[src/shared/uart_tx_defs.svh]
// Register offsets, field positions and reset values of the serial transmitter
`ifndef UART_TX_DEFS_SVH
`define UART_TX_DEFS_SVH
// ****************
// Offsets
// ****************
`define OFS_BAUD_CONTROL     8'h00
`define OFS_RX_STATUS_CTRL   8'h04
`define OFS_DIVISOR_LOW      8'h08
`define OFS_DIVISOR_HIGH     8'h0c
`define OFS_TX_HOLDING       8'h10
`define OFS_TX_STATUS_CTRL   8'h14
`define OFS_IRQ_CONTROL      8'h18
// ****************
// Fields
// ****************
`define BC_POLARITY_INVERT   4
`define BC_WIDE_DIVISOR      3
`define RS_PORT_ON           7
`define TS_NINE_BIT          6
`define TS_TRANSMITTER_ON    5
`define TS_SYNC_MODE         4
`define TS_HIGH_SPEED        2
`define TS_SHIFTER_EMPTY     1
`define TS_NINTH_DATA        0
`define IC_TX_IRQ_ON         0
`define IC_PERIPH_IRQ_ON     1
`define IC_GLOBAL_IRQ_ON     2
`define IC_BUFFER_EMPTY      4
`define IC_WRITE_MASK        8'h07
// ****************
// Reset values and timing
// ****************
`define REG_RESET            8'h00
`define MULT_SLOW            24'd64
`define MULT_MID             24'd16
`define MULT_FAST            24'd4
`define LAST_BIT_EIGHT       4'd7
`define LAST_BIT_NINE        4'd8
`endif

[src/shared/uart_tx_pkg.sv]
// Types of the serial transmitter
`default_nettype none
package uart_tx_pkg;
    typedef enum logic [1:0] {
        ST_IDLE  = 2'b00,
        ST_START = 2'b01,
        ST_DATA  = 2'b11,
        ST_STOP  = 2'b10
    } tx_state_t;

    typedef struct packed {
        logic [7:0]  baud_ctl;
        logic [7:0]  rx_ctl;
        logic [7:0]  div_lo;
        logic [7:0]  div_hi;
        logic [7:0]  tx_ctl;
        logic [7:0]  irq_ctl;
        logic [7:0]  hold;
        logic        hold9;
        logic        hold_full;
        tx_state_t   st;
        logic [8:0]  shift;
        logic [3:0]  bit_cnt;
        logic [23:0] baud_cnt;
        logic        flag;
        logic        line;
        logic [31:0] prdata;
    } tx_regs_t;
endpackage
`default_nettype wire

[src/rtl/async_serial_transmitter.sv]
// Asynchronous serial transmitter with APB register access
// Summary of operation
// - Sends only when on, async, port enabled
// - Port enable drives transmit pin as output
// - Enabling transmitter sets buffer-empty flag
// - Holding write loads idle shifter on the next cycle
// - Queued character loads right after stop bit
// - Start, data, stop follow each load
// - Polarity bit inverts idle and data levels
// - Flag set while active unless busy with character queued
// - Flag updates second cycle after write
// - Flag is read-only, hardware driven only
// - Interrupt needs flag and three enables
// - Shifter-empty status clear while shifting
// - Nine-bit mode sends ninth bit as MSB
// - Ninth bit set marks an address character
// - Low start, data, high stop, idle high
// - LSB first, no parity generated
`default_nettype none
`include "uart_tx_defs.svh"
module async_serial_transmitter (
    input  wire logic        CLOCK,
    input  wire logic        RESET_N,
    input  wire logic        PSEL,
    input  wire logic        PENABLE,
    input  wire logic        PWRITE,
    input  wire logic [7:0]  PADDR,
    input  wire logic [31:0] PWDATA,
    output logic      [31:0] PRDATA,
    output logic             PREADY,
    output logic             PSLVERR,
    output logic             TX_OUT,
    output logic             TX_OE,
    output logic             TX_IRQ
);
    // ****************
    // State
    // ****************
    uart_tx_pkg::tx_regs_t r;
    uart_tx_pkg::tx_regs_t n;

    logic        active;
    logic [15:0] div_sel;
    logic [23:0] mult;
    logic [23:0] period_m1;
    logic        bit_end;
    logic        load;
    logic        wr;
    logic        mapped;
    logic        hold_acc;
    logic [7:0]  rd;
    logic [3:0]  last_bit;

    // ****************
    // Next state
    // ****************
    always_comb begin
        n = r;
        active = r.tx_ctl[`TS_TRANSMITTER_ON] & ~r.tx_ctl[`TS_SYNC_MODE]
                 & r.rx_ctl[`RS_PORT_ON];
        div_sel = r.baud_ctl[`BC_WIDE_DIVISOR] ? {r.div_hi, r.div_lo}
                                               : {8'h00, r.div_lo};
        case ({r.baud_ctl[`BC_WIDE_DIVISOR], r.tx_ctl[`TS_HIGH_SPEED]})
            2'b00:   mult = `MULT_SLOW;
            2'b11:   mult = `MULT_FAST;
            default: mult = `MULT_MID;
        endcase
        period_m1 = 24'(({8'h00, div_sel} + 24'd1) * mult) - 24'd1;
        bit_end = (r.baud_cnt == period_m1);
        last_bit = r.tx_ctl[`TS_NINE_BIT] ? `LAST_BIT_NINE : `LAST_BIT_EIGHT;
        load = 1'b0;

        // Shifter
        if (!active) begin
            n.st = uart_tx_pkg::ST_IDLE;
            n.hold_full = 1'b0;
            n.line = 1'b1;
            n.baud_cnt = 24'h000000;
        end else begin
            n.baud_cnt = bit_end ? 24'h000000 : r.baud_cnt + 24'h000001;
            case (r.st)
                uart_tx_pkg::ST_IDLE: begin
                    n.line = 1'b1;
                    n.baud_cnt = 24'h000000;
                    if (r.hold_full) begin
                        load = 1'b1;
                        n.shift = {r.hold9, r.hold};
                        n.hold_full = 1'b0;
                        n.st = uart_tx_pkg::ST_START;
                        n.line = 1'b0;
                    end
                end
                uart_tx_pkg::ST_START: begin
                    if (bit_end) begin
                        n.st = uart_tx_pkg::ST_DATA;
                        n.bit_cnt = 4'h0;
                        n.line = r.shift[0];
                    end
                end
                uart_tx_pkg::ST_DATA: begin
                    if (bit_end) begin
                        if (r.bit_cnt == last_bit) begin
                            n.st = uart_tx_pkg::ST_STOP;
                            n.line = 1'b1;
                        end else begin
                            n.shift = {1'b0, r.shift[8:1]};
                            n.bit_cnt = r.bit_cnt + 4'h1;
                            n.line = r.shift[1];
                        end
                    end
                end
                uart_tx_pkg::ST_STOP: begin
                    // Back to idle so a queued character loads next cycle
                    if (bit_end) begin
                        n.st = uart_tx_pkg::ST_IDLE;
                    end
                end
                default: begin
                    n.st = uart_tx_pkg::ST_IDLE;
                end
            endcase
        end

        // Register bus
        wr = PSEL & PENABLE & PWRITE;
        case (PADDR)
            `OFS_BAUD_CONTROL:   mapped = 1'b1;
            `OFS_RX_STATUS_CTRL: mapped = 1'b1;
            `OFS_DIVISOR_LOW:    mapped = 1'b1;
            `OFS_DIVISOR_HIGH:   mapped = 1'b1;
            `OFS_TX_HOLDING:     mapped = 1'b1;
            `OFS_TX_STATUS_CTRL: mapped = 1'b1;
            `OFS_IRQ_CONTROL:    mapped = 1'b1;
            default:             mapped = 1'b0;
        endcase
        case (PADDR)
            `OFS_BAUD_CONTROL:   rd = r.baud_ctl;
            `OFS_RX_STATUS_CTRL: rd = r.rx_ctl;
            `OFS_DIVISOR_LOW:    rd = r.div_lo;
            `OFS_DIVISOR_HIGH:   rd = r.div_hi;
            `OFS_TX_STATUS_CTRL: rd = r.tx_ctl |
                {6'h00, r.st == uart_tx_pkg::ST_IDLE, 1'b0};
            `OFS_IRQ_CONTROL:    rd = r.irq_ctl | {3'h0, r.flag, 4'h0};
            default:             rd = 8'h00;
        endcase
        if (PSEL & ~PENABLE) begin
            n.prdata = {24'h000000, rd};
        end
        hold_acc = wr & (PADDR == `OFS_TX_HOLDING) & active & (~r.hold_full | load);
        if (wr) begin
            case (PADDR)
                `OFS_BAUD_CONTROL:   n.baud_ctl = PWDATA[7:0];
                `OFS_RX_STATUS_CTRL: n.rx_ctl = PWDATA[7:0];
                `OFS_DIVISOR_LOW:    n.div_lo = PWDATA[7:0];
                `OFS_DIVISOR_HIGH:   n.div_hi = PWDATA[7:0];
                `OFS_TX_STATUS_CTRL: n.tx_ctl = PWDATA[7:0] & ~(8'h01 << `TS_SHIFTER_EMPTY);
                `OFS_IRQ_CONTROL:    n.irq_ctl = PWDATA[7:0] & `IC_WRITE_MASK;
                default: begin
                end
            endcase
        end
        if (hold_acc) begin
            n.hold = PWDATA[7:0];
            n.hold9 = r.tx_ctl[`TS_NINTH_DATA];
            n.hold_full = 1'b1;
        end

        // Flag lags the holding state by one register stage
        n.flag = active
                 & ~(r.hold_full & (r.st != uart_tx_pkg::ST_IDLE));
    end

    always_ff @(posedge CLOCK or negedge RESET_N) begin
        if (!RESET_N) begin
            r <= '{baud_ctl: `REG_RESET, rx_ctl: `REG_RESET, div_lo: `REG_RESET,
                   div_hi: `REG_RESET, tx_ctl: `REG_RESET, irq_ctl: `REG_RESET,
                   hold: 8'h00, hold9: 1'b0, hold_full: 1'b0,
                   st: uart_tx_pkg::ST_IDLE, shift: 9'h000, bit_cnt: 4'h0,
                   baud_cnt: 24'h000000, flag: 1'b0, line: 1'b1,
                   prdata: 32'h00000000};
        end else begin
            r <= n;
        end
    end

    // ****************
    // Outputs
    // ****************
    assign PRDATA = r.prdata;
    assign PREADY = 1'b1;
    assign PSLVERR = PSEL & PENABLE & ~mapped;
    assign TX_OUT = r.line ^ r.baud_ctl[`BC_POLARITY_INVERT];
    assign TX_OE = r.rx_ctl[`RS_PORT_ON];
    assign TX_IRQ = r.flag & r.irq_ctl[`IC_TX_IRQ_ON] & r.irq_ctl[`IC_PERIPH_IRQ_ON]
                    & r.irq_ctl[`IC_GLOBAL_IRQ_ON];
endmodule
`default_nettype wire

[config.mk]
export PLATFORM = sky130hd
export DESIGN_NAME = async_serial_transmitter
export DESIGN_NICKNAME = d
export VERILOG_FILES = /design/src/shared/uart_tx_pkg.sv /design/src/rtl/async_serial_transmitter.sv
export VERILOG_INCLUDE_DIRS = /design/src /design/src/shared
export SDC_FILE = /design/constraint.sdc
export NUM_CORES = 1
export LEC_CHECK = 0
export BUFFER_PORTS_ARGS = -buffer_cell sky130_fd_sc_hd__clkbuf_2
export CAP_MARGIN = 20
export CORE_MARGIN = 3
export CORE_UTILIZATION = 50
export DETAILED_ROUTE_END_ITERATION = 10
export PLACE_DENSITY = 0.77
export SLEW_MARGIN = 20
export SYNTH_ARGS = -nofsm -noshare
export SYNTH_HDL_FRONTEND = slang
export SYNTH_SLANG_ARGS = --single-unit
[constraint.sdc]
create_clock -name CLOCK -period 7.12 [get_ports CLOCK]
set_input_delay 1.424 -clock CLOCK [delete_from_list [all_inputs] [get_ports CLOCK]]
set_output_delay 1.424 -clock CLOCK [all_outputs]
set_load 0.02 [all_outputs]
# ---- Word-level counts from Yosys, hierarchy flattened
# Index checks and enable logic that the tools add are counted.
dict set report word_totals {
  ff_bits 101
  output_inout_bits 37
  elab_cells 114
}
dict set report classes {
  add_sub_neg 4
  mul 1
  eq_ne 23
  muxes 30
  bitwise 23
  n_reduce_logical 17
}
# op count
set op_table {}
lappend op_table {{$mux 24} 3}
lappend op_table {{$pmux 8 s6} 1}
lappend op_table {{$add 24x1->24 const B} 1}
lappend op_table {{$eq 24x24->1} 1}
lappend op_table {{$eq 8x5->1 const B} 3}
lappend op_table {{$mul 17x24->24} 1}
lappend op_table {{$sub 24x1->24 const B} 1}
lappend op_table {{$pmux 9 s2} 1}
lappend op_table {{$add 16x1->17 const B} 1}
lappend op_table {{$eq 8x4->1 const B} 2}
lappend op_table {{$mux 16} 1}
lappend op_table {{$mux 15} 1}
lappend op_table {{$ne 3x3->1 const B} 5}
lappend op_table {{$reduce_and 5->1} 3}
lappend op_table {{$and 1x1->1} 14}
lappend op_table {{$pmux 7 s2} 1}
lappend op_table {{$mux 13} 1}
lappend op_table {{$reduce_and 2->1} 6}
lappend op_table {{$mux 1} 11}
lappend op_table {{$mux 11} 1}
lappend op_table {{$eq 8x3->1 const B} 1}
lappend op_table {{$logic_not 8->1} 1}
lappend op_table {{$mux 4} 2}
lappend op_table {{$ne 2x2->1 const B} 4}
lappend op_table {{20 further kinds} 31}

# ---- Depth between registers and ports, before layout
# Gate-level depths: netlist of the first run.
dict set report depth {
  ltp_word 9
  ltp_mapped 26
}

# ---- Least setup slack after synthesis of the first run
# Ideal clock, no wire load.
dict set report synth_timing {
  kind {reg2reg}
  startpoint {register r[126] in the netlist's numbering}
  endpoint {register r[66] in the netlist's numbering}
  t_arrival_ns 5.795
  slack_ns 1.256
  stages_incl_launch_ff 26
  cell_sequence {dfrtp_1 > clkbuf_1 > clkbuf_1 > inv_1 > ha_1 > inv_1 > clkbuf_1 > nor2_1 > ha_1 > fa_1 > inv_1 > fa_1 > inv_1 > ha_1 > ha_1 > buf_2 > a21oi_2 > o22ai_1 > or4b_1 > o2bb2ai_1 > xnor2_1 > and2_1 > nand4_4 > buf_6 > or4_1 > nand3_1}
}
dict set report synth_via {
  elab_chain_cells 7
}
# item line
set synth_rtl {}
lappend synth_rtl {{start, declared} async_serial_transmitter.sv:39} ;# uart_tx_pkg::tx_regs_t r;
lappend synth_rtl {{start signal, assigned} async_serial_transmitter.sv:175} ;# r <= '{baud_ctl: `REG_RESET, rx_ctl: `REG_RESET, div_lo: `REG_RESET,
lappend synth_rtl {{start signal, assigned} async_serial_transmitter.sv:182} ;# r <= n;
lappend synth_rtl {{$mux 16, or another cell as far along} async_serial_transmitter.sv:61} ;# div_sel = r.baud_ctl[`BC_WIDE_DIVISOR] ? {r.div_hi, r.div_lo}
lappend synth_rtl {{$add 16x1->17 or $pmux 7 s2 (tied branches)} {async_serial_transmitter.sv:68, async_serial_transmitter.sv:63}}
lappend synth_rtl {{$mul 17x24->24 (*)} async_serial_transmitter.sv:68} ;# period_m1 = 24'(({8'h00, div_sel} + 24'd1) * mult) - 24'd1;
lappend synth_rtl {{$sub 24x1->24 (*)} async_serial_transmitter.sv:68}
lappend synth_rtl {{$eq 24x24->1 (*)} async_serial_transmitter.sv:69} ;# bit_end = (r.baud_cnt == period_m1);
lappend synth_rtl {{$ne 2x2->1 (no line) (*)} -}
lappend synth_rtl {{$reduce_and 5->1 (no line) (*)} -}
# Mark *: on every way between the ends. The rest lies on a longest branch, timed or not.
# A chain may end at the register's enable or synchronous reset.

# ---- Worst setup path after layout of the first run
dict set report layout_timing {
  startpoint {register r[107] in the netlist's numbering}
  endpoint {register r[68] in the netlist's numbering}
}
dict set report layout_via {
  elab_chain_cells 7
}
# item line
set layout_rtl {}
lappend layout_rtl {{$mux 16} async_serial_transmitter.sv:61}
lappend layout_rtl {{$add 16x1->17} async_serial_transmitter.sv:68}
lappend layout_rtl {{$mul 17x24->24} async_serial_transmitter.sv:68}
lappend layout_rtl {{$sub 24x1->24} async_serial_transmitter.sv:68}
lappend layout_rtl {{$eq 24x24->1} async_serial_transmitter.sv:69}
lappend layout_rtl {{$ne 2x2->1 (no line)} -}
lappend layout_rtl {{$reduce_and 5->1 (no line)} -}
# Every way passes these cells.

==> metrics.txt, run 1 <==
# TYPE chip_impl_metric gauge
chip_impl_metric{name="initial_utilization",unit="%"} 51.7
chip_impl_info{name="synth.top_cells.by_area",value="dfrtp_1 30%, ha_1 9.8%, mux2_2 7.8%"} 1
chip_impl_metric{name="routed_wl",unit="um"} 17700
chip_impl_metric{name="core-area",unit="mm^2"} 0.0161
chip_impl_metric{name="cp_data_arrival_time",unit="ns"} 6.82
chip_impl_metric{name="cts.sinks",unit=""} 101
chip_impl_metric{name="num-nets-final",unit=""} 1051
chip_impl_metric{name="pwr_density_cell",unit="mW/mm^2"} 146
chip_impl_metric{name="place.port_buffers",unit=""} 32
chip_impl_metric{name="place.detailed.instances",unit=""} 1116
chip_impl_metric{name="final.min_clock_period",unit="ns"} 6.53
chip_impl_metric{name="wl_per_cell",unit="um"} 15.6
chip_impl_metric{name="crit_required",unit="ns"} 7.42
chip_impl_metric{name="slew_headroom",unit="%"} 40.6
chip_impl_metric{name="synth_enable_flop_cells",unit=""} 0
chip_impl_metric{name="final.setup_skew",unit="ns"} 0.0108
chip_impl_metric{name="insertion_delay",unit="ns"} 0.36
chip_impl_info{name="synth.most_common_cell",value="dfrtp_1"} 1
chip_impl_metric{name="synth.yosys.warnings",unit=""} 0
chip_impl_metric{name="post_synth_inst_count",unit=""} 904
chip_impl_metric{name="die_height",unit="um"} 135
chip_impl_info{name="result_of_the_run",value="finished clean"} 1
chip_impl_metric{name="route.antenna.remaining_nets",unit=""} 0
chip_impl_metric{name="global_route_wire_length_before_repair",unit="um"} 29500
chip_impl_metric{name="post-route-worst-setup-slack",unit="ns"} 0.593
chip_impl_info{name="timing.critical_path.max_delay_family",value="simple AND/OR/NAND/NOR gates"} 1
chip_impl_metric{name="globalplace.congestion",unit=""} 0.891
chip_impl_metric{name="number_of_i_o_pins",unit=""} 82
chip_impl_info{name="setup.worst_path.class",value="reg2reg"} 1
chip_impl_info{name="critical-path-slowest-cell",value="or4_1"} 1
chip_impl_metric{name="cts_buffers",unit=""} 9
chip_impl_metric{name="synth_cell_type_count",unit=""} 69
chip_impl_metric{name="n_antenna_cell",unit=""} 0
chip_impl_metric{name="leakagePower",unit="nW"} 4.31
chip_impl_metric{name="count_of_final_hold_check_violations",unit=""} 0
chip_impl_metric{name="max_freq",unit="MHz"} 153
chip_impl_metric{name="cp_max_fo",unit=""} 23
chip_impl_metric{name="slew_viol_final",unit=""} 0
chip_impl_metric{name="cts_max_path_buffers",unit=""} 2
chip_impl_metric{name="grt_util_all_layers",unit="%"} 19.8
chip_impl_metric{name="post_route_cells_drive_above_1_share",unit="%"} 13.9
chip_impl_metric{name="max_incr_delay_on_cp",unit="ns"} 0.59
chip_impl_info{name="hold_path.class",value="reg2reg"} 1
chip_impl_metric{name="synth-seq-area-share",unit="%"} 30.3
chip_impl_metric{name="hpwlAfterDp",unit="um"} 13600
chip_impl_metric{name="worst_slew_pin_slew",unit="ns"} 0.891
chip_impl_metric{name="grt_antenna_before_repair",unit=""} 0
chip_impl_metric{name="post_synth_instance_area",unit="mm^2"} 0.00833
chip_impl_info{name="cp-end-kind",value="flop"} 1
chip_impl_metric{name="ir_worst_vdd",unit="uV"} 111
chip_impl_metric{name="grt_max_degree",unit=""} 72
chip_impl_info{name="dominantRegCellSynth",value="dfrtp_1"} 1
chip_impl_metric{name="final_non_filler_cell_total",unit=""} 1132
chip_impl_metric{name="netlist.area_leader.share",unit="%"} 30.0
chip_impl_metric{name="postSynth.asyncResetShare",unit="%"} 100
chip_impl_info{name="synthDominantAreaCellType",value="dfrtp_1"} 1
chip_impl_metric{name="cts_hold_buf",unit=""} 0
chip_impl_info{name="grt_setup_unrepaired",value="false"} 1
chip_impl_metric{name="floorplan.rows",unit=""} 46
chip_impl_metric{name="synth_seq_cells",unit=""} 101
chip_impl_info{name="clock_tree_from_tritoncts",value="yes"} 1
chip_impl_metric{name="maxCapViolCount",unit=""} 0
chip_impl_metric{name="num_vias",unit=""} 6410
chip_impl_metric{name="floorplan.die_area",unit="mm^2"} 0.0182
chip_impl_metric{name="finalSetupViolations",unit=""} 0
chip_impl_metric{name="totalNegativeSetupSlack",unit="ns"} 0
chip_impl_info{name="worstPathCellList",value="ha_1 -> nand4_1 -> nor3_1 -> nand3_1 -> xnor2_1 -> and3_1 -> ha_1 -> fa_1 -> inv_1 -> fa_1 -> inv_1 -> ha_1 -> ha_1 -> xnor2_1 -> a211oi_1 -> o211ai_1 -> nor4_1 -> and4_1 -> nand4_4 -> or4_1 -> nand3_1"} 1
chip_impl_metric{name="filler_cell_count",unit=""} 1411
chip_impl_info{name="timing.critical_path.mode_cell",value="ha_1"} 1
chip_impl_metric{name="syn-mean-instance-area",unit="um^2"} 9.22
chip_impl_metric{name="clkTransAtPathRegs",unit="ns"} 0.08
chip_impl_metric{name="dp_slack",unit="ns"} 0.754
chip_impl_metric{name="post-route-period-util",unit="%"} 91.7
chip_impl_metric{name="grt_remaining_overflow",unit=""} 0
chip_impl_metric{name="final.hold.worst_slack",unit="ns"} 0.478
chip_impl_info{name="cp_startpoint_kind",value="flop"} 1
chip_impl_metric{name="cts-resized-gates",unit=""} 0
chip_impl_metric{name="chipWidth",unit="um"} 135
chip_impl_info{name="root_buffer",value="clkbuf_16"} 1
chip_impl_metric{name="drcViolationCount",unit=""} 0
chip_impl_metric{name="postCtsSetupBuffers",unit=""} 0
chip_impl_metric{name="via_per_inst",unit=""} 5.66
chip_impl_info{name="ys_top_cells_by_count",value="100 x dfrtp_1, 89 x inv_1, 80 x nand2_1, 80 x nor2_1, 65 x ha_1"} 1
chip_impl_metric{name="detail_route.first_pass.iterations",unit=""} 5
chip_impl_metric{name="critical_path.n_buffers_inverters",unit=""} 2
chip_impl_metric{name="detail_route.iter0.violations",unit=""} 528
chip_impl_metric{name="cts-htree-levels",unit=""} 3
chip_impl_metric{name="area_growth",unit="%"} 5.90
chip_impl_metric{name="grt_pass1_vias",unit=""} 6110
chip_impl_metric{name="p_total",unit="W"} 0.00129
[layout make-up]
class | count | area, um^2 | share of cell area (%)
Inverter | 89 | 334 | 3.79
Sequential cell | 101 | 2530 | 28.7
Timing Repair Buffer | 36 | 193 | 2.18
Tap cell | 216 | 270 | 3.06
Clock inverter | 7 | 91.3 | 1.04
Multi-Input combinational cell | 674 | 5180 | 58.7
Clock buffer | 9 | 225 | 2.55
[power by group]
group / leakage [nW] / internal, W / total, W / switching (W)
clock: 0.152 / 0.000254 / 0.000514 / 0.000260
sequential: 1.41 / 0.000577 / 0.000581 / 0.00000397
combinational: 2.75 / 0.0000716 / 0.000191 / 0.000120
total: 4.31 / 0.000902 / 0.00129 / 0.000384
[path summary, 6_finish.rpt]
path,start,to,slack (ns),depth (start not counted)
setup / recovery,r[107]$_DFFE_PN0P_,r[68]$_DFFE_PN0P_,0.59,21
min in group asynchronous,RESET_N,r[57]$_DFF_PN0_,0.99,1
hold reg to reg,r[34]$_DFF_PN0_,r[34]$_DFF_PN0_,0.48,1
setup reg to reg,r[107]$_DFFE_PN0P_,r[68]$_DFFE_PN0P_,0.59,21
hold / removal,r[34]$_DFF_PN0_,r[34]$_DFF_PN0_,0.48,1
max in group asynchronous,RESET_N,PRDATA[6]$_DFFE_PN0P_,4.90,2
[cells by family after synthesis]
logic type      share of synthesized area [%]
simple gates                             18.3
buf+inv                                  8.50
compound gates                           8.88
flops                                    30.3
fa+ha+maj                                17.0
mux                                      9.64
xor+xnor                                 7.25
other cells                            0.0901
[routing by layer]
layer	vias to the layer above	global-route usage [%]	share of wire [%]
met5	-	0	0
met2	151	32.6	48
met3	18	3.91	5.5
met1	3191	27.2	45
li1	3050	-	-
met4	0	4.20	1.1
[sequential cells by signal, indices dropped and copies added (netlist names)]
| signal | cells |
|---|---|
| r | 92 |
| PRDATA | 8 |
| TX_OE | 1 |
[placed cells by master, fill, tap and decap left out, types with 5 or more instances in the layout]
cell type / instances
a21oi_1: 20
or3_1: 7
nand3_1: 52
nand2_1: 80
or4_1: 11
clkbuf_2: 31
a31oi_1: 9
buf_4: 5
nor2_1: 80
inv_1: 89
dfrtp_1: 100
nand2b_1: 10
mux2i_1: 15
nand4_1: 6
ha_1: 65
fa_1: 30
o31ai_1: 10
nor3_1: 8
clkbuf_16: 9
mux2_2: 58
conb_1: 25
xor2_1: 25
a22oi_1: 7
and3_1: 19
and2_1: 7
xnor2_1: 44
o21ai_0: 20
[through the flow]
stage	utilization (%)	area, um^2
floorplan	-	8420
detailed placement	52.8	8510
finish	54.8	8820
global route	54.8	8820
global placement	52.8	8510
CTS	54.8	8820
Note: power is estimated with default switching activity, not from simulation.
==> run 2: changes to the inputs <==
RECOVER_POWER = 25   (was default)
==> run 2 against run 1 <==
  * Critical endpoint is now r[63]$_DFFE_PN0P_
  * Combinational power is essentially flat
  * Clock power is essentially flat
  * Via count is essentially flat
  * Fmax is essentially flat
  * Largest power group unchanged
  * The run now ends with max-capacitance violations, max-slew violations left
  * Non-clock buffer count is the same
==> metrics.txt, run 2 (synthesized netlist as in run 1, its figures left out) <==
# TYPE chip_impl_metric gauge
chip_impl_metric{name="cts-htree-levels",unit=""} 3
chip_impl_metric{name="grt_max_degree",unit=""} 72
chip_impl_metric{name="routed_wl",unit="um"} 17700
chip_impl_metric{name="filler_cell_count",unit=""} 1423
chip_impl_metric{name="cts_max_path_buffers",unit=""} 2
chip_impl_info{name="crit-reg2reg-capture",value="r[63]$_DFFE_PN0P_"} 1
chip_impl_info{name="failed_checks",value="max-capacitance violations, max-slew violations"} 1
chip_impl_metric{name="leakagePower",unit="nW"} 4.27
chip_impl_metric{name="sequentialPowerShare",unit="%"} 45.2
chip_impl_metric{name="floorplan.rows",unit=""} 46
chip_impl_metric{name="cts.sinks",unit=""} 101
chip_impl_metric{name="die_height",unit="um"} 135
chip_impl_metric{name="drcViolationCount",unit=""} 0
chip_impl_info{name="cp-end-kind",value="flop"} 1
chip_impl_metric{name="wl_per_cell",unit="um"} 15.7
chip_impl_metric{name="placed_area",unit="mm^2"} 0.00851
chip_impl_metric{name="number_of_i_o_pins",unit=""} 82
chip_impl_metric{name="power.share.clock",unit="%"} 40.0
chip_impl_metric{name="cts_hold_buf",unit=""} 0
chip_impl_metric{name="n_antenna_cell",unit=""} 0
chip_impl_info{name="setup.worst_path.start",value="r[107]$_DFFE_PN0P_"} 1
chip_impl_metric{name="floorplan.die_area",unit="mm^2"} 0.0182
chip_impl_metric{name="crit_required",unit="ns"} 7.42
chip_impl_info{name="final_common_cell",value="dfrtp_1"} 1
chip_impl_metric{name="pwr_density_cell",unit="mW/mm^2"} 146
chip_impl_metric{name="place.port_buffers",unit=""} 32
chip_impl_metric{name="initial_utilization",unit="%"} 51.7
chip_impl_metric{name="p_switching",unit="W"} 0.000383
chip_impl_metric{name="via_per_inst",unit=""} 5.66
chip_impl_metric{name="slew_viol_final",unit=""} 104
chip_impl_metric{name="cp_max_fo",unit=""} 23
chip_impl_metric{name="maxCapViolCount",unit=""} 2
chip_impl_metric{name="grt_pass1_vias",unit=""} 6110
chip_impl_info{name="grt_setup_unrepaired",value="false"} 1
chip_impl_metric{name="route.antenna.remaining_nets",unit=""} 0
chip_impl_metric{name="global_route_wire_length_before_repair",unit="um"} 29500
chip_impl_info{name="setup.worst_path.class",value="reg2reg"} 1
chip_impl_metric{name="finalSetupViolations",unit=""} 0
chip_impl_metric{name="final.min_clock_period",unit="ns"} 6.53
chip_impl_metric{name="reg2regPathDepth",unit=""} 21
chip_impl_metric{name="post-route-period-util",unit="%"} 91.7
chip_impl_metric{name="ir_worst_vdd",unit="uV"} 111
chip_impl_metric{name="num_vias",unit=""} 6409
chip_impl_info{name="top_register",value="r"} 1
chip_impl_info{name="timing.critical_path.mode_cell",value="ha_1"} 1
chip_impl_metric{name="final.setup_skew",unit="ns"} 0.0105
chip_impl_info{name="hold_path.startpoint",value="r[34]$_DFF_PN0_"} 1
chip_impl_metric{name="worst_hold_path.num_cells",unit=""} 1
chip_impl_metric{name="final.hold.worst_slack",unit="ns"} 0.478
chip_impl_metric{name="cts_buffers",unit=""} 9
chip_impl_metric{name="hpwlAfterDp",unit="um"} 13600
chip_impl_info{name="clock_tree_from_tritoncts",value="yes"} 1
chip_impl_info{name="timing.rr.start",value="r[107]$_DFFE_PN0P_"} 1
chip_impl_info{name="most-common-layout-cells",value="100 x dfrtp_1, 89 x inv_1, 80 x nand2_1, 80 x nor2_1, 65 x ha_1"} 1
chip_impl_metric{name="detail_route.first_pass.iterations",unit=""} 4
chip_impl_info{name="cp_startpoint_kind",value="flop"} 1
chip_impl_metric{name="max_incr_delay_on_cp",unit="ns"} 0.61
chip_impl_metric{name="count_of_final_hold_check_violations",unit=""} 0
chip_impl_info{name="result_of_the_run",value="finished, violations left"} 1
chip_impl_metric{name="slew_headroom",unit="%"} -147
chip_impl_metric{name="globalplace.congestion",unit=""} 0.891
chip_impl_info{name="root_buffer",value="clkbuf_16"} 1
chip_impl_metric{name="clkTransAtPathRegs",unit="ns"} 0.08
chip_impl_metric{name="core-area",unit="mm^2"} 0.0161
chip_impl_metric{name="p_int",unit="W"} 0.000901
chip_impl_metric{name="detail_route.iter0.violations",unit=""} 526
chip_impl_metric{name="largest_reg_flops",unit=""} 92
chip_impl_metric{name="totalNegativeSetupSlack",unit="ns"} 0
chip_impl_metric{name="cp_data_arrival_time",unit="ns"} 6.83
chip_impl_metric{name="cts-resized-gates",unit=""} 0
chip_impl_metric{name="reg2reg_slack",unit="ns"} 0.59
chip_impl_metric{name="switching_share",unit="%"} 29.8
chip_impl_metric{name="postCtsSetupBuffers",unit=""} 0
chip_impl_metric{name="worst_slew_pin_slew",unit="ns"} 3.71
chip_impl_metric{name="combPwrFrac",unit="%"} 14.8
chip_impl_metric{name="grt_antenna_before_repair",unit=""} 0
chip_impl_metric{name="p_total",unit="W"} 0.00128
chip_impl_metric{name="num-nets-final",unit=""} 1051
chip_impl_info{name="whs_endpoint",value="r[34]$_DFF_PN0_"} 1
chip_impl_info{name="worstPathCellList",value="ha_1 -> nand4_1 -> nor3_1 -> nand3_1 -> xnor2_1 -> and3_1 -> ha_1 -> fa_1 -> inv_1 -> fa_1 -> inv_1 -> ha_1 -> ha_1 -> xnor2_1 -> a211oi_1 -> o211ai_1 -> nor4_1 -> and4_1 -> nand4_4 -> or4_1 -> nand3_1"} 1
chip_impl_metric{name="grt_util_all_layers",unit="%"} 19.8
chip_impl_metric{name="area_growth",unit="%"} 5.65
chip_impl_metric{name="insertion_delay",unit="ns"} 0.36
chip_impl_metric{name="design_area",unit="mm^2"} 0.00880
chip_impl_info{name="hold_path.class",value="reg2reg"} 1
chip_impl_metric{name="chipWidth",unit="um"} 135
chip_impl_metric{name="max_freq",unit="MHz"} 153
chip_impl_metric{name="post_route_cells_drive_above_1_share",unit="%"} 12.7
chip_impl_info{name="critical-path-slowest-cell",value="or4_1"} 1
chip_impl_metric{name="grt_remaining_overflow",unit=""} 0
[run 2: cell types whose count changed in the layout (fill, tap and decap cells not counted)]
cell	previous run	this run
clkbuf_1	0	11
clkbuf_2	31	23
buf_4	5	2
[run 2: worst max path at each step]
stage                   endpoint  slack [ns]  cells past startpoint
6_report       r[63]$_DFFE_PN0P_        0.59                     21
5_1_grt        r[63]$_DFFE_PN0P_        0.25                     22
4_1_cts        r[63]$_DFFE_PN0P_        0.64                     22
3_5_place_dp   r[63]$_DFFE_PN0P_        0.75                     21
3_3_place_gp   r[69]$_DFFE_PN0P_        0.78                     22
2_1_floorplan  r[66]$_DFFE_PN0P_        1.26                     25
[run 2: cell type report]
type | instances | area, um^2 | area share [%]
clock inverter | 7 | 91.3 | 1.04
tap | 216 | 270 | 3.07
inverter | 89 | 334 | 3.80
multi-input combinational | 674 | 5180 | 58.9
clock buffer | 9 | 225 | 2.56
timing repair buffer | 36 | 171 | 1.95
sequential | 101 | 2530 | 28.7
[run 2: per-stage QoR]
step                worst slack [ns]  instances  utilization [%]
floorplan                       1.26        927                -
global placement               0.783       1116             52.8
detailed placement             0.754       1116             52.8
CTS                            0.639       1132             54.8
global route                   0.252       1132             54.6
finish                         0.588       1132             54.6
[run 2: metal layers]
layer,vias to the layer above,GRT usage [%],wire [um]
li1,3053,-,-
met1,3187,27.2,7940
met2,153,32.6,8610
met3,16,3.91,1010
met4,0,4.20,188
met5,-,0,0
[run 2: worst max-delay path: cells and delay by family, from the launching register on]
| kind | cells | cell delay, ns |
|---|---|---|
| compound gates | 2 | 0.52 |
| xor+xnor | 2 | 0.53 |
| fa+ha+maj | 6 | 2.21 |
| buf+inv | 2 | 0.09 |
| flops | 1 | 0.54 |
| simple gates | 9 | 2.56 |
[run 2: power by group through the flow]
| stage | combinational, W | clock [W] | sequential [W] |
|---|---|---|---|
| 5_1_grt | 0.000211 | 0.000542 | 0.000581 |
| 6_report | 0.000191 | 0.000513 | 0.000581 |
| 3_5_place_dp | 0.000189 | 0 | 0.000592 |
| 3_3_place_gp | 0.000187 | 0 | 0.000592 |
| 2_1_floorplan | 0.000148 | 0 | 0.000591 |
| 4_1_cts | 0.000191 | 0.000521 | 0.000580 |
==> run 3: changes to the inputs <==
GPL_ROUTABILITY_DRIVEN = 0   (was default)
clock period = 6.2 ns   (was 7.12 ns; I/O delays follow)
==> run 3 against run 2 <==
  * The run still ends with max-capacitance violations, max-slew violations left
  * First-iteration DRC count up 1.7%
  * Die area unchanged
  * Core utilization up 1.3 points
  * Hold slack better by 0.014 ns
  * Sequential cell count unchanged
  * Via count up 0.62%
  * Global-route usage up 0.60 points
  * Critical path type unchanged
  * Largest power group unchanged
  * Highest routed layer unchanged
==> metrics.txt, run 3 (synthesized netlist as in run 1, its figures left out) <==
# TYPE chip_impl_metric gauge
chip_impl_info{name="cp_startpoint_kind",value="flop"} 1
chip_impl_metric{name="sequential_area",unit="mm^2"} 0.00253
chip_impl_metric{name="reg2regPathDepth",unit=""} 21
chip_impl_metric{name="routed_wl",unit="um"} 18500
chip_impl_metric{name="maxCapViolCount",unit=""} 2
chip_impl_metric{name="filler_cell_count",unit=""} 1414
chip_impl_info{name="result_of_the_run",value="finished, violations left"} 1
chip_impl_info{name="cp-end-kind",value="flop"} 1
chip_impl_metric{name="design_area",unit="mm^2"} 0.00900
chip_impl_metric{name="placed_area",unit="mm^2"} 0.00864
chip_impl_metric{name="chipWidth",unit="um"} 135
chip_impl_info{name="setup.worst_path.start",value="r[107]$_DFFE_PN0P_"} 1
chip_impl_metric{name="grt_antenna_before_repair",unit=""} 0
chip_impl_metric{name="grt_pass1_vias",unit=""} 6238
chip_impl_metric{name="core-area",unit="mm^2"} 0.0161
chip_impl_info{name="failed_checks",value="max-capacitance violations, max-slew violations"} 1
chip_impl_metric{name="num_vias",unit=""} 6449
chip_impl_metric{name="worst_slew_pin_slew",unit="ns"} 2.03
chip_impl_metric{name="count_of_final_hold_check_violations",unit=""} 0
chip_impl_metric{name="via_per_inst",unit=""} 5.61
chip_impl_info{name="setup.worst_path.class",value="reg2reg"} 1
chip_impl_metric{name="num-nets-final",unit=""} 1069
chip_impl_metric{name="cts_max_path_buffers",unit=""} 2
chip_impl_metric{name="cts-htree-levels",unit=""} 3
chip_impl_metric{name="multi_input_area",unit="mm^2"} 0.00524
chip_impl_info{name="most-common-layout-cells",value="96 x dfrtp_1, 89 x inv_1, 80 x nand2_1, 80 x nor2_1, 62 x ha_1"} 1
chip_impl_metric{name="initial_utilization",unit="%"} 51.7
chip_impl_metric{name="grt_remaining_overflow",unit=""} 0
chip_impl_metric{name="final.min_clock_period",unit="ns"} 5.94
chip_impl_metric{name="largest_reg_flops",unit=""} 92
chip_impl_metric{name="die_height",unit="um"} 135
chip_impl_metric{name="place.port_buffers",unit=""} 32
chip_impl_metric{name="totalNegativeSetupSlack",unit="ns"} 0
chip_impl_metric{name="cts.sinks",unit=""} 101
chip_impl_metric{name="clkTransAtPathRegs",unit="ns"} 0.08
chip_impl_metric{name="hpwlAfterDp",unit="um"} 13900
chip_impl_metric{name="cp_data_arrival_time",unit="ns"} 6.24
chip_impl_metric{name="drcViolationCount",unit=""} 0
chip_impl_metric{name="floorplan.rows",unit=""} 46
chip_impl_metric{name="post_route_cells_drive_above_1_share",unit="%"} 16.2
chip_impl_metric{name="n_antenna_cell",unit=""} 0
chip_impl_info{name="top_register",value="r"} 1
chip_impl_metric{name="max_freq",unit="MHz"} 168
chip_impl_metric{name="pwr_density_cell",unit="mW/mm^2"} 166
chip_impl_info{name="final_common_cell",value="dfrtp_1"} 1
chip_impl_metric{name="slew_headroom",unit="%"} -35.2
chip_impl_metric{name="cp_max_fo",unit=""} 11
chip_impl_metric{name="route.antenna.remaining_nets",unit=""} 0
chip_impl_metric{name="cts_hold_buf",unit=""} 0
chip_impl_metric{name="grt_util_all_layers",unit="%"} 20.4
chip_impl_info{name="clock_tree_from_tritoncts",value="yes"} 1
chip_impl_metric{name="reg2reg_slack",unit="ns"} 0.26
chip_impl_metric{name="floorplan.die_area",unit="mm^2"} 0.0182
chip_impl_metric{name="detail_route.iter0.violations",unit=""} 535
chip_impl_metric{name="leakagePower",unit="nW"} 4.38
chip_impl_metric{name="cts_buffers",unit=""} 9
chip_impl_metric{name="post-route-period-util",unit="%"} 95.9
chip_impl_metric{name="number_of_i_o_pins",unit=""} 82
chip_impl_info{name="worstSetupEndpoint",value="r[64]$_DFFE_PN0P_"} 1
chip_impl_metric{name="detail_route.first_pass.iterations",unit=""} 5
chip_impl_metric{name="insertion_delay",unit="ns"} 0.37
chip_impl_info{name="crit-reg2reg-capture",value="r[64]$_DFFE_PN0P_"} 1
chip_impl_metric{name="global_route_wire_length_before_repair",unit="um"} 30100
chip_impl_metric{name="area_growth",unit="%"} 8.08
chip_impl_metric{name="crit_required",unit="ns"} 6.50
chip_impl_info{name="root_buffer",value="clkbuf_16"} 1
chip_impl_info{name="hold_path.class",value="reg2reg"} 1
chip_impl_info{name="grt_setup_unrepaired",value="false"} 1
chip_impl_metric{name="grt_max_degree",unit=""} 65
chip_impl_metric{name="wl_per_cell",unit="um"} 16.1
chip_impl_metric{name="slew_viol_final",unit=""} 104
chip_impl_metric{name="finalSetupViolations",unit=""} 0
chip_impl_metric{name="final.setup_skew",unit="ns"} 0.0121
chip_impl_info{name="timing.rr.start",value="r[107]$_DFFE_PN0P_"} 1
chip_impl_metric{name="ir_worst_vdd",unit="uV"} 130
## run 3: cell count changes in the layout (fill, tap and decap cells not counted), moves of 2 or more
cell / before / now
ha_1: 65 / 62
dfrtp_1: 100 / 96
clkbuf_1: 11 / 9
ha_2: 0 / 3
dfrtp_2: 0 / 4
buf_4: 2 / 19
## run 3: worst max-delay path: stages (launching register included)
cell,delay (ns)
dfrtp_2,0.43
nand2_1,0.11
or4_1,0.55
xnor2_1,0.26
nand2_1,0.13
nor2_1,0.11
ha_1,0.26
fa_1,0.49
inv_1,0.06
fa_1,0.54
inv_1,0.04
ha_1,0.28
ha_1,0.37
a21oi_1,0.16
o21ai_0,0.17
a211oi_2,0.29
o211ai_1,0.14
nor4_1,0.29
and4_4,0.32
nand4_4,0.21
or4_1,0.56
nand3_1,0.09
## run 3: layer usage
metal	track usage (%)	routed length [um]	vias to the layer above
met5	0	0	-
met4	5.77	274	0
met3	3.20	871	21
met2	33.2	8850	178
met1	28.3	8490	3148
li1	-	-	3102
## run 3: worst min-delay path by stage
stage	from	endpoint	slack [ns]	depth (start not counted)
after floorplan	PRDATA[0]$_DFFE_PN0P_	PRDATA[0]$_DFFE_PN0P_	0.45	2
after global placement	PRDATA[2]$_DFFE_PN0P_	PRDATA[2]$_DFFE_PN0P_	0.47	2
after detailed placement	PRDATA[0]$_DFFE_PN0P_	PRDATA[0]$_DFFE_PN0P_	0.48	2
after CTS	PRDATA[0]$_DFFE_PN0P_	PRDATA[0]$_DFFE_PN0P_	0.49	2
after global routing	PRDATA[5]$_DFFE_PN0P_	PRDATA[5]$_DFFE_PN0P_	0.51	2
final	PRDATA[2]$_DFFE_PN0P_	PRDATA[2]$_DFFE_PN0P_	0.49	2
## run 3: area by class of cell
class,count,share of cell area (%)
clock inverter,7,0.959
multi-input combinational,675,58.2
tap,216,3.00
inverter,89,3.71
clock buffer,9,2.50
timing repair buffer,53,3.52
sequential,101,28.1
## run 3: metrics by stage
step           worst slack (ns)  hold WS (ns)  cells  util [%]  total power (W)
6_report                  0.257         0.492   1150      55.9          0.00150
5_1_grt                  0.0333         0.512   1150      55.9          0.00155
4_1_cts                  0.0433         0.494   1148      55.5          0.00150
3_5_place_dp             0.0681         0.476   1132      53.6         0.000902
3_3_place_gp              0.198         0.466   1132      53.6         0.000898
2_1_floorplan             0.336         0.451    927         -         0.000849
## run 3: power breakdown
part,internal (W),switching [W],leakage [nW]
combinational,0.0000886,0.000150,2.82
sequential,0.000662,0.00000410,1.40
clock,0.000292,0.000302,0.151
total,0.00104,0.000456,4.38
## run 3: repair_timing
action / CTS / global route
resized for setup: 0 / 18
endpoints found under the setup margin: 0 / 37
buffers inserted: 0 / 1
